===== src/design/mtrc_pkg.sv =====
// package of the mac transmit request and collision block
// assumes a 125 MHz device clock and 10 Mb/s line bit rate
package mtrc_pkg;
  // timing, in ns and in bit times
  localparam int CLK_NS    = 8;
  localparam int BIT_NS    = 100;
  localparam int SQE_BITS  = 64;
  localparam int SLOT_BITS = 512;
  // longest wait rounds down, least time rounds up
  localparam int SQE_CYC   = (SQE_BITS * BIT_NS) / CLK_NS;
  localparam int SLOT_CYC  = (SLOT_BITS * BIT_NS + CLK_NS - 1) / CLK_NS;

  // register indexes; byte address is four times the index
  localparam int AW = 10;
  localparam logic [AW-1:0] IDX_TX_CMD   = 10'h144;
  localparam logic [AW-1:0] IDX_TX_LEN   = 10'h146;
  localparam logic [AW-1:0] IDX_LINE_CTL = 10'h112;
  localparam logic [AW-1:0] IDX_PWR_CTL  = 10'h114;
  localparam logic [AW-1:0] IDX_BUS_ST   = 10'h118;
  localparam logic [AW-1:0] IDX_EVT_ST   = 10'h120;
  localparam logic [AW-1:0] IDX_EVT_MASK = 10'h122;
  localparam logic [AW-1:0] IDX_COUNTS   = 10'h124;

  // field positions
  localparam int BUS_ST_RXC = 0;
  localparam int BUS_ST_TXC = 1;
  localparam int BUS_ST_PWR = 2;
  localparam int BUS_ST_RDY = 8;
  localparam int LINE_AUI   = 0;
  localparam int PWR_STBY   = 0;
  localparam int PWR_SUSP   = 1;
  localparam int PWR_WAKE   = 2;
  localparam int CNT_W      = 10;
  localparam int MISS_LSB   = 16;

  // event bit positions, shared by status and mask
  localparam int EV_RX_OK   = 0;
  localparam int EV_TX_COL  = 1;
  localparam int EV_LATE    = 2;
  localparam int EV_SQE     = 3;
  localparam int EV_RDY     = 4;
  localparam int EV_MISS_OV = 5;
  localparam int EV_COL_OV  = 6;
  localparam int EV_W       = 7;

  // reset values
  localparam logic [15:0]     LEN_RST  = 16'h0000;
  localparam logic [EV_W-1:0] MASK_RST = 7'h00;

  typedef struct packed {
    logic          read;
    logic          write;
    logic [AW-1:0] address;
    logic [31:0]   writedata;
  } mtrc_avs_req_s;

  typedef enum {PWR_ON, PWR_STANDBY, PWR_SUSPEND} mtrc_pwr_e;
  typedef enum {TX_IDLE, TX_CMD_HELD, TX_WAIT_SPACE, TX_READY} mtrc_tx_e;
endpackage


===== src/design/mtrc_top.sv =====
// mac transmit request handshake, collision, sqe and sleep logic
// assumes an avalon-mm master on i_mclk and line pins from outside
// Summary of operation
// - on the collision-pair port, missing collision within 64 bits after transmit flags sqe
// - collision timing uses a slot time of 512 bit times
// - receive activity on twisted pair, or collision-pair activity on the aui port, during own transmission is a transmit collision
// - act-once bits act once per written one; host rewrites to repeat
// - after command and length, space is reserved and ready is shown; frame committed
// - received frame committed from buffering until host finishes transfer
// - every interrupt event lands in event bits or counter overflow bits
// - standby wakes on twisted-pair activity or host command
// - suspend ignores line activity, wakes only on host command
// - host reads bus state bit 8; device sets it when frame may proceed
`timescale 1ns/1ns
module mtrc_top #(
  parameter int SLOT_CYC_P = mtrc_pkg::SLOT_CYC
) (
  input  wire logic                   i_mclk,
  input  wire logic                   i_rst_b,
  input  wire mtrc_pkg::mtrc_avs_req_s i_avs,
  output logic [31:0]                 o_avs_readdata,
  output logic                        o_avs_waitrequest,
  input  wire logic [15:0]            i_buf_free,
  input  wire logic                   i_tx_active,
  input  wire logic                   i_tx_data_done,
  input  wire logic                   i_rx_buffered,
  input  wire logic                   i_rx_done,
  input  wire logic                   i_rx_missed,
  input  wire logic                   i_rx_pin,
  input  wire logic                   i_ci_pin,
  output logic                        o_tx_commit,
  output logic [15:0]                 o_tx_len,
  output logic                        o_pwr_down,
  output logic                        o_irq
);
  import mtrc_pkg::*;

  // bus decode
  wire acc_w   = i_avs.write & ~o_avs_waitrequest;
  wire acc_r   = i_avs.read & ~o_avs_waitrequest;
  wire wr_cmd  = acc_w & (i_avs.address == IDX_TX_CMD);
  wire wr_len  = acc_w & (i_avs.address == IDX_TX_LEN);
  wire wr_line = acc_w & (i_avs.address == IDX_LINE_CTL);
  wire wr_pwr  = acc_w & (i_avs.address == IDX_PWR_CTL);
  wire wr_evt  = acc_w & (i_avs.address == IDX_EVT_ST);
  wire wr_mask = acc_w & (i_avs.address == IDX_EVT_MASK);
  // act-once strobes, one cycle per written one
  wire go_stby = wr_pwr & i_avs.writedata[PWR_STBY];
  wire go_susp = wr_pwr & i_avs.writedata[PWR_SUSP];
  wire go_wake = wr_pwr & i_avs.writedata[PWR_WAKE];

  logic            aui_q;
  logic [EV_W-1:0] evt_q;
  logic [EV_W-1:0] mask_q;
  logic [EV_W-1:0] evt_set;
  logic            rx_c_q;
  logic [CNT_W-1:0] col_cnt_q;
  logic [CNT_W-1:0] miss_cnt_q;
  mtrc_tx_e        tx_q;
  mtrc_pwr_e       pwr_q;

  // pin synchronisers, three stages each
  logic [2:0] rx_s_q;
  logic [2:0] ci_s_q;
  logic       rx_f_q;
  logic       ci_f_q;
  always_ff @(posedge i_mclk) begin
    if (!i_rst_b) begin
      rx_s_q <= 3'h0;
      ci_s_q <= 3'h0;
      rx_f_q <= 1'b0;
      ci_f_q <= 1'b0;
    end else begin
      rx_s_q <= {rx_s_q[1:0], i_rx_pin};
      ci_s_q <= {ci_s_q[1:0], i_ci_pin};
      if (rx_s_q[1] == rx_s_q[2]) rx_f_q <= rx_s_q[2];
      if (ci_s_q[1] == ci_s_q[2]) ci_f_q <= ci_s_q[2];
    end
  end

  // collision source by port
  wire line_act = aui_q ? ci_f_q : rx_f_q;
  logic tx_d_q;
  logic col_seen_q;
  wire col_now = i_tx_active & line_act & ~col_seen_q;
  wire tx_end  = tx_d_q & ~i_tx_active;

  // slot timer from transmit start; collision after it is late
  logic [15:0] slot_q;
  wire slot_over = (slot_q >= 16'(SLOT_CYC_P));
  always_ff @(posedge i_mclk) begin
    if (!i_rst_b) begin
      tx_d_q     <= 1'b0;
      col_seen_q <= 1'b0;
      slot_q     <= 16'h0000;
    end else begin
      tx_d_q <= i_tx_active;
      if (!i_tx_active) begin
        col_seen_q <= 1'b0;
        slot_q     <= 16'h0000;
      end else begin
        if (col_now) col_seen_q <= 1'b1;
        if (!slot_over) slot_q <= slot_q + 16'h0001;
      end
    end
  end

  // sqe window after transmit end, collision-pair port only
  logic [9:0] sqe_q;
  logic       sqe_run_q;
  wire sqe_fail = sqe_run_q & ~ci_f_q & (sqe_q == 10'(SQE_CYC - 1));
  always_ff @(posedge i_mclk) begin
    if (!i_rst_b) begin
      sqe_run_q <= 1'b0;
      sqe_q     <= 10'h000;
    end else if (tx_end && aui_q) begin
      sqe_run_q <= 1'b1;
      sqe_q     <= 10'h000;
    end else if (sqe_run_q) begin
      if (ci_f_q || sqe_fail) sqe_run_q <= 1'b0;
      sqe_q <= sqe_q + 10'h001;
    end
  end

  // transmit request sequence
  logic [15:0] len_q;
  wire space_ok = (tx_q == TX_WAIT_SPACE) & ~wr_cmd & (len_q <= i_buf_free);
  always_ff @(posedge i_mclk) begin
    if (!i_rst_b) begin
      tx_q        <= TX_IDLE;
      len_q       <= LEN_RST;
      o_tx_commit <= 1'b0;
      o_tx_len    <= LEN_RST;
    end else begin
      o_tx_commit <= space_ok;
      if (space_ok) o_tx_len <= len_q;
      if (wr_len) len_q <= i_avs.writedata[15:0];
      unique case (tx_q)
        TX_IDLE: begin
          if (wr_cmd) tx_q <= TX_CMD_HELD;
        end
        TX_CMD_HELD: begin
          if (wr_len) tx_q <= TX_WAIT_SPACE;
        end
        TX_WAIT_SPACE: begin
          if (wr_cmd) tx_q <= TX_CMD_HELD;
          else if (space_ok) tx_q <= TX_READY;
        end
        TX_READY: begin
          if (i_tx_data_done) tx_q <= TX_IDLE;
          else if (wr_cmd) tx_q <= TX_CMD_HELD;
        end
      endcase
    end
  end
  wire rdy = (tx_q == TX_READY);

  // receive commit and counters
  always_ff @(posedge i_mclk) begin
    if (!i_rst_b) begin
      rx_c_q     <= 1'b0;
      col_cnt_q  <= '0;
      miss_cnt_q <= '0;
    end else begin
      if (i_rx_buffered) rx_c_q <= 1'b1;
      else if (i_rx_done) rx_c_q <= 1'b0;
      if (col_now) col_cnt_q <= col_cnt_q + 10'h001;
      if (i_rx_missed) miss_cnt_q <= miss_cnt_q + 10'h001;
    end
  end

  // event sources
  always_comb begin
    evt_set             = '0;
    evt_set[EV_RX_OK]   = i_rx_buffered;
    evt_set[EV_TX_COL]  = col_now;
    evt_set[EV_LATE]    = col_now & slot_over;
    evt_set[EV_SQE]     = sqe_fail;
    evt_set[EV_RDY]     = space_ok;
    evt_set[EV_MISS_OV] = i_rx_missed & (&miss_cnt_q);
    evt_set[EV_COL_OV]  = col_now & (&col_cnt_q);
  end

  // sticky status, write one clears, set wins; mask; irq
  wire [EV_W-1:0] evt_clr = wr_evt ? i_avs.writedata[EV_W-1:0] : '0;
  always_ff @(posedge i_mclk) begin
    if (!i_rst_b) begin
      evt_q  <= '0;
      mask_q <= MASK_RST;
      aui_q  <= 1'b0;
      o_irq  <= 1'b0;
    end else begin
      evt_q <= (evt_q & ~evt_clr) | evt_set;
      if (wr_mask) mask_q <= i_avs.writedata[EV_W-1:0];
      if (wr_line) aui_q <= i_avs.writedata[LINE_AUI];
      o_irq <= |(((evt_q & ~evt_clr) | evt_set) & mask_q);
    end
  end

  // power modes
  always_ff @(posedge i_mclk) begin
    if (!i_rst_b) begin
      pwr_q      <= PWR_ON;
      o_pwr_down <= 1'b0;
    end else begin
      unique case (pwr_q)
        PWR_ON: begin
          if (go_susp) pwr_q <= PWR_SUSPEND;
          else if (go_stby) pwr_q <= PWR_STANDBY;
        end
        PWR_STANDBY: begin
          if (go_wake || rx_f_q) pwr_q <= PWR_ON;
        end
        PWR_SUSPEND: begin
          if (go_wake) pwr_q <= PWR_ON;
        end
      endcase
      o_pwr_down <= (pwr_q != PWR_ON);
    end
  end

  // read mux; unmapped reads return zero
  logic [31:0] rd_mux;
  always_comb begin
    rd_mux = 32'h0000_0000;
    unique case (i_avs.address)
      IDX_LINE_CTL: rd_mux[LINE_AUI] = aui_q;
      IDX_BUS_ST: begin
        rd_mux[BUS_ST_RXC] = rx_c_q;
        rd_mux[BUS_ST_TXC] = rdy;
        rd_mux[BUS_ST_PWR +: 2] = (pwr_q == PWR_ON) ? 2'h0 : (pwr_q == PWR_STANDBY) ? 2'h1 : 2'h2;
        rd_mux[BUS_ST_RDY] = rdy;
      end
      IDX_EVT_ST:   rd_mux[EV_W-1:0] = evt_q;
      IDX_EVT_MASK: rd_mux[EV_W-1:0] = mask_q;
      IDX_COUNTS: begin
        rd_mux[CNT_W-1:0] = col_cnt_q;
        rd_mux[MISS_LSB +: CNT_W] = miss_cnt_q;
      end
      default: rd_mux = 32'h0000_0000;
    endcase
  end

  // avalon slave: waitrequest drops for one cycle per request
  always_ff @(posedge i_mclk) begin
    if (!i_rst_b) begin
      o_avs_waitrequest <= 1'b1;
      o_avs_readdata    <= 32'h0000_0000;
    end else begin
      o_avs_waitrequest <= ~((i_avs.read | i_avs.write) & o_avs_waitrequest);
      if (i_avs.read && o_avs_waitrequest) o_avs_readdata <= rd_mux;
    end
  end
endmodule


===== config.mk =====
export PLATFORM = sky130hd
export DESIGN_NAME = mtrc_top
export DESIGN_NICKNAME = d
export VERILOG_FILES = /design/src/design/mtrc_pkg.sv /design/src/design/mtrc_top.sv
export SDC_FILE = /design/constraint.sdc
export NUM_CORES = 1
export LEC_CHECK = 0
export ABC_AREA = 1
export BUFFER_PORTS_ARGS = -buffer_cell sky130_fd_sc_hd__buf_2
export CAP_MARGIN = 10
export CORE_MARGIN = 4
export CORE_UTILIZATION = 35
export DETAILED_ROUTE_END_ITERATION = 16
export HOLD_SLACK_MARGIN = 0.15
export PLACE_DENSITY_LB_ADDON = 0.12
export REMOVE_ABC_BUFFERS = 1
export SKIP_CTS_REPAIR_TIMING = 1
export SYNTH_ARGS = -nofsm -noshare
export SYNTH_HDL_FRONTEND = slang
export SYNTH_SLANG_ARGS = --single-unit

===== constraint.sdc =====
create_clock -name i_mclk -period 5.55 [get_ports i_mclk]
set_clock_uncertainty 0.2 [all_clocks]
set_input_delay 0.2775 -clock i_mclk [delete_from_list [all_inputs] [get_ports i_mclk]]
set_output_delay 0.2775 -clock i_mclk [all_outputs]
set_load 0.005 [all_outputs]

# Yosys cells after proc, flatten, opt, wreduce, memory -nomap -nowiden
# Cells that the tools add are included.
# Widths: inputs -> output; s select.
dict set report op_classes {
  addsub 4
  n_lt_le_gt_ge 2
  n_eq_ne 24
  n_mux 27
  bitwise_logic 33
  n_reduce_logical 16
}
# cell n
set ops {}
lappend ops {{$mux 32} 9}
lappend ops {{$eq 32x2->1 const B} 4}
lappend ops {{$pmux 32 s4} 1}
lappend ops {{$logic_not 32->1} 3}
lappend ops {{$pmux 32 s3} 1}
lappend ops {{$eq 10x9->1 const B} 8}
lappend ops {{$eq 32x1->1 const B} 2}
lappend ops {{$eq 32x3->1 const B} 2}
lappend ops {{$reduce_bool 32->1} 1}
lappend ops {{$add 10x1->10 const B} 3}
lappend ops {{$and 1x1->1} 21}
lappend ops {{$reduce_and 10->1} 2}
lappend ops {{$add 16x1->16 const B} 1}
lappend ops {{$ge 16x13->1 const B} 1}
lappend ops {{$le 16x16->1} 1}
lappend ops {{$and 7x7->7} 2}
lappend ops {{$pmux 3 s4} 1}
lappend ops {{$eq 10x10->1 const B} 1}
lappend ops {{$mux 10} 1}
lappend ops {{$pmux 3 s3} 1}
lappend ops {{$mux 1} 8}
lappend ops {{$mux 7} 1}
lappend ops {{$not 1->1} 7}
lappend ops {{$not 7->7} 1}
lappend ops {{15 further kinds} 23}
dict set report word_totals {
  register_bits 193
  out_inout_bits 52
  wordCells 130
}

# Logic depth before layout (Yosys ltp)
dict set report depth {
  word_depth 9
  depth_mapped 16
  mapped_depth_nobuf 16
}

# Worst setup path after synthesis
# OpenSTA, ideal clock, no wires.
dict set report synth_timing {
  path_kind {flip-flop to flip-flop}
  startpoint {reg len_q[15]}
  endpoint {reg o_tx_len[10]}
  arrival_time_ns 1.531
  t_required_ns 5.235
  slack_ns 3.704
  stages_incl_launch_ff 10
  period_less_slack_ns 1.846
  cell_sequence {dfxtp_1 ha_1 nand2_1 nor3_1 nand3_1 nand2_2 nand2_4 buf_6 o21ai_1 nor2_1}
}
dict set report synth_between {
  elab_chain_len 2
}
# item line_no
set synth_rtl {}
lappend synth_rtl {{start, declared} mtrc_top.sv:126} ;# logic [15:0] len_q;
lappend synth_rtl {{start signal, assigned} mtrc_top.sv:137} ;# if (wr_len) len_q <= i_avs.writedata[15:0];
lappend synth_rtl {{$le 16x16->1} mtrc_top.sv:127} ;# wire space_ok = (tx_q == TX_WAIT_SPACE) & ~wr_cmd & (len_q <= i_buf_free);
lappend synth_rtl {{$and 1x1->1} mtrc_top.sv:127}
lappend synth_rtl {{end signal, assigned} mtrc_top.sv:136} ;# if (space_ok) o_tx_len <= len_q;
lappend synth_rtl {{end, declared} mtrc_top.sv:32} ;# output logic [15:0] o_tx_len,
# No other way between the ends.
# A chain may end at the register's enable or synchronous reset.

# Final worst setup path
dict set report layout_timing {
  startpoint {reg o_avs_waitrequest}
  endpoint {reg len_q[2]}
}
dict set report layout_between {
  elab_chain_len 3
}
# item line_no
set layout_rtl {}
lappend layout_rtl {{start, declared} mtrc_top.sv:22} ;# output logic o_avs_waitrequest,
lappend layout_rtl {{start signal, assigned} mtrc_top.sv:250} ;# o_avs_waitrequest <= ~((i_avs.read | i_avs.write) & o_avs_waitrequest);
lappend layout_rtl {{$not 1->1} --}
lappend layout_rtl {{$and 1x1->1} mtrc_top.sv:39} ;# wire acc_w = i_avs.write & ~o_avs_waitrequest;
lappend layout_rtl {{$and 1x1->1} mtrc_top.sv:42} ;# wire wr_len = acc_w & (i_avs.address == IDX_TX_LEN);
# No other way between the ends.

==> results.json <==
{
  "drt_iter0_markers": 211,
  "final_layout_size_suffix_gt1_share_pct": 15.66,
  "synthArstFlopShare_pct": 0,
  "drc": 0,
  "cts.sink_count": 163,
  "fin_tns_setup_ns": 0,
  "slew_violations": 0,
  "stdcell_area_um2": 8917,
  "cp_slowest_stage_delay_ns": 0.67,
  "rsz0062_at_grt": "no",
  "cts_buffers": 17,
  "leakage_nw": 3.805,
  "yosysMostFrequentCell": "dfxtp_1",
  "cp.depth": 6,
  "path_delay_family": "simple AND/OR/NAND/NOR gates",
  "grt_util_all_layers_pct": 16.12,
  "crit_required_ns": 5.71,
  "initial_core_util_pct": 36.01,
  "path_max_fanout": 15,
  "crit_type": "reg -> reg",
  "yosysSeqAreaShare_pct": 44.36,
  "synth.largest_area_cell": "dfxtp_1",
  "gr-total-overflow": 0,
  "synth_edf_count": 0,
  "antenna_left": 0,
  "ys.flop_type": "dfxtp_1",
  "place_area_um2": 7984,
  "reg2regPathDepth": 6,
  "power.share.switching_pct": 25.68,
  "synthTopCellsByArea": "dfxtp_1 (44%), nand2_1 (8.2%), nor2_1 (7.4%), a21oi_1 (6.5%), inv_1 (5.7%)",
  "syn_inst": 989,
  "yosysTopAreaCellShare_pct": 44.36,
  "syn2layout_area_growth_pct": 21.23,
  "seqPwrFrac_pct": 42.5,
  "power_mw": 2.986,
  "placedCellCount": 1323,
  "hold_depth": 3,
  "outcome": "finished clean",
  "ir_drop_uv": 183.0,
  "io_buffer_count": 92,
  "path_cells": "nor2_8 > nand4_2 > nor4_4 > o21ai_0 > a31oi_1 > dlygate4sd3_1",
  "ys_seq_elements": 163,
  "avgRoutedWirePerCell_um": 13.47,
  "netSwitchingPower_mw": 0.7669,
  "comb_power_share_pct": 12.7,
  "endpoint_kind": "register",
  "routed_wl_um": 18600,
  "slew_headroom_pct": 30.69,
  "pre_cts_ws_ns": 3.026,
  "yosysWarnings": 0,
  "core_um2": 20430,
  "critical_path.slowest_cell": "nor4_4",
  "dr.pass1.iters": 4,
  "cts_max_path_buffers": 2,
  "clk_pin_slew_ns": 0.07,
  "die_area_um2": 23400,
  "root_buffer": "clkbuf_16",
  "clkPwrFrac_pct": 44.8,
  "intPower_mw": 2.219,
  "htree_levels": 4,
  "cp_num_buf_inv": 1,
  "setup_slack_ns": 2.892,
  "avgSynthCellArea_um2": 7.438,
  "yosys.cell_types.count": 48,
  "power.density_nw_per_um2": 334.9,
  "dieHeight_um": 153.0,
  "vias_per_cell": 4.725,
  "num_rows": 52,
  "final-instance-count-excl-fill": 1381,
  "fmax_mhz": 376.2,
  "dp_hpwl_um": 13210,
  "finalHoldViolCount": 0,
  "antenna_cells": 0,
  "die_width_um": 153.0,
  "setup_viol": 0,
  "hp-class": "in -> reg",
  "antenna_found_initial": 0,
  "grt_pass1_vias": 6301,
  "finalCriticalPeriod_ns": 2.658,
  "boundaryPins": 121,
  "grt_pass1_wl_um": 30790,
  "worst_slew_pin_slew_ns": 1.038,
  "vias": 6525,
  "cts_tree": "yes",
  "gp_congestion": 0.8160,
  "syn_area_um2": 7356,
  "ys_top_cells_by_count": "dfxtp_1 (163), nand2_1 (160), nor2_1 (145)",
  "cap_violations": 0,
  "critPathArrivalTime_ns": 2.82,
  "num-nets-final": 1192,
  "clk_latency_ns": 0.43,
  "grt_max_degree": 56,
  "worstSetupStartpointType": "register",
  "min_period_over_period_pct": 47.90
}
-- power by group through the flow --
stage	clock, mW	combinational (mW)	sequential [mW]
2_1_floorplan	0	0.225	1.29
3_3_place_gp	0	0.369	1.30
3_5_place_dp	0	0.370	1.29
4_1_cts	1.38	0.372	1.27
5_1_grt	1.43	0.438	1.28
6_report	1.34	0.379	1.27
-- cells by family (layout without fill, tap and decap cells) --
group | count (synthesis) | after routing | share of synthesized area (%)
other cells | 1 | 12 | 0.05098
fa+ha+maj | 25 | 25 | 4.252
buf+inv | 164 | 275 | 9.304
xor+xnor | 3 | 3 | 0.3573
simple gates | 422 | 422 | 26.55
compound gates | 211 | 211 | 15.12
flops | 163 | 163 | 44.36
-- registers in the layout (all words and copies together), names as in the netlist, 2 cells and up --
signal / flops
evt_q: 7
col_cnt_q: 10
o_avs_readdata: 20
pwr_q: 2
ci_s_q: 3
rx_s_q: 3
mask_q: 7
o_tx_len: 16
miss_cnt_q: 10
slot_q: 16
len_q: 16
tx_q: 32
sqe_q: 10
-- worst min-delay path, stage by stage --
cell	delay [ns]
buf_2	0.12
nand2_1	0.26
nor2_1	0.07
-- layout by cell type (no fill, tap or decap), types with 3 or more instances in the layout --
master,n
bufinv_16,5
nand3_1,42
buf_2,92
nand2_1,160
nor3_1,21
a21oi_1,96
o21a_1,3
inv_2,12
nor3_2,9
dlygate4sd3_1,26
a31oi_1,5
inv_6,3
o21ai_0,75
inv_1,111
nor2_4,5
conb_1,12
dfxtp_1,163
ha_1,25
nand4_1,13
nor2_2,8
clkbuf_16,17
nor2_1,145
o22ai_1,8
nand2_2,3
o21ai_1,13
-- final timing paths --
check	start	endpoint	slack, ns
worst max-delay path	o_avs_waitrequest	len_q[2]	2.89
worst min-delay path	i_tx_active	slot_q[14]	0.13
worst max register to register	o_avs_waitrequest	len_q[2]	2.89
worst min register to register	ci_s_q[0]	ci_s_q[1]	0.21
-- through the flow --
step / hold WS [ns] / utilization [%]
6_report: 0.1320 / 43.65
2_1_floorplan: 0.1664 / -
3_5_place_dp: 0.2110 / 39.08
5_1_grt: 0.1592 / 43.65
4_1_cts: -0.1917 / 42.38
3_3_place_gp: 0.2061 / 39.08
-- final cells by class --
type / count / area (um^2)
fillers: 2164 / 11510
multi-input cells: 673 / 3450
flip-flops and latches: 163 / 3263
repair buffers: 119 / 728.2
inverters: 124 / 465.4
clock buffers: 19 / 452.9
well taps: 270 / 337.8
clock inverters: 13 / 220.2
-- layer usage --
metal,wire (um),GRT usage (%),up-vias
li1,-,-,3418
met1,8771,20.44,3023
met2,9132,27.69,75
met3,546,3.647,9
met4,146,4.370,0
met5,0,0,-
(Power assumes the default switching activity.)
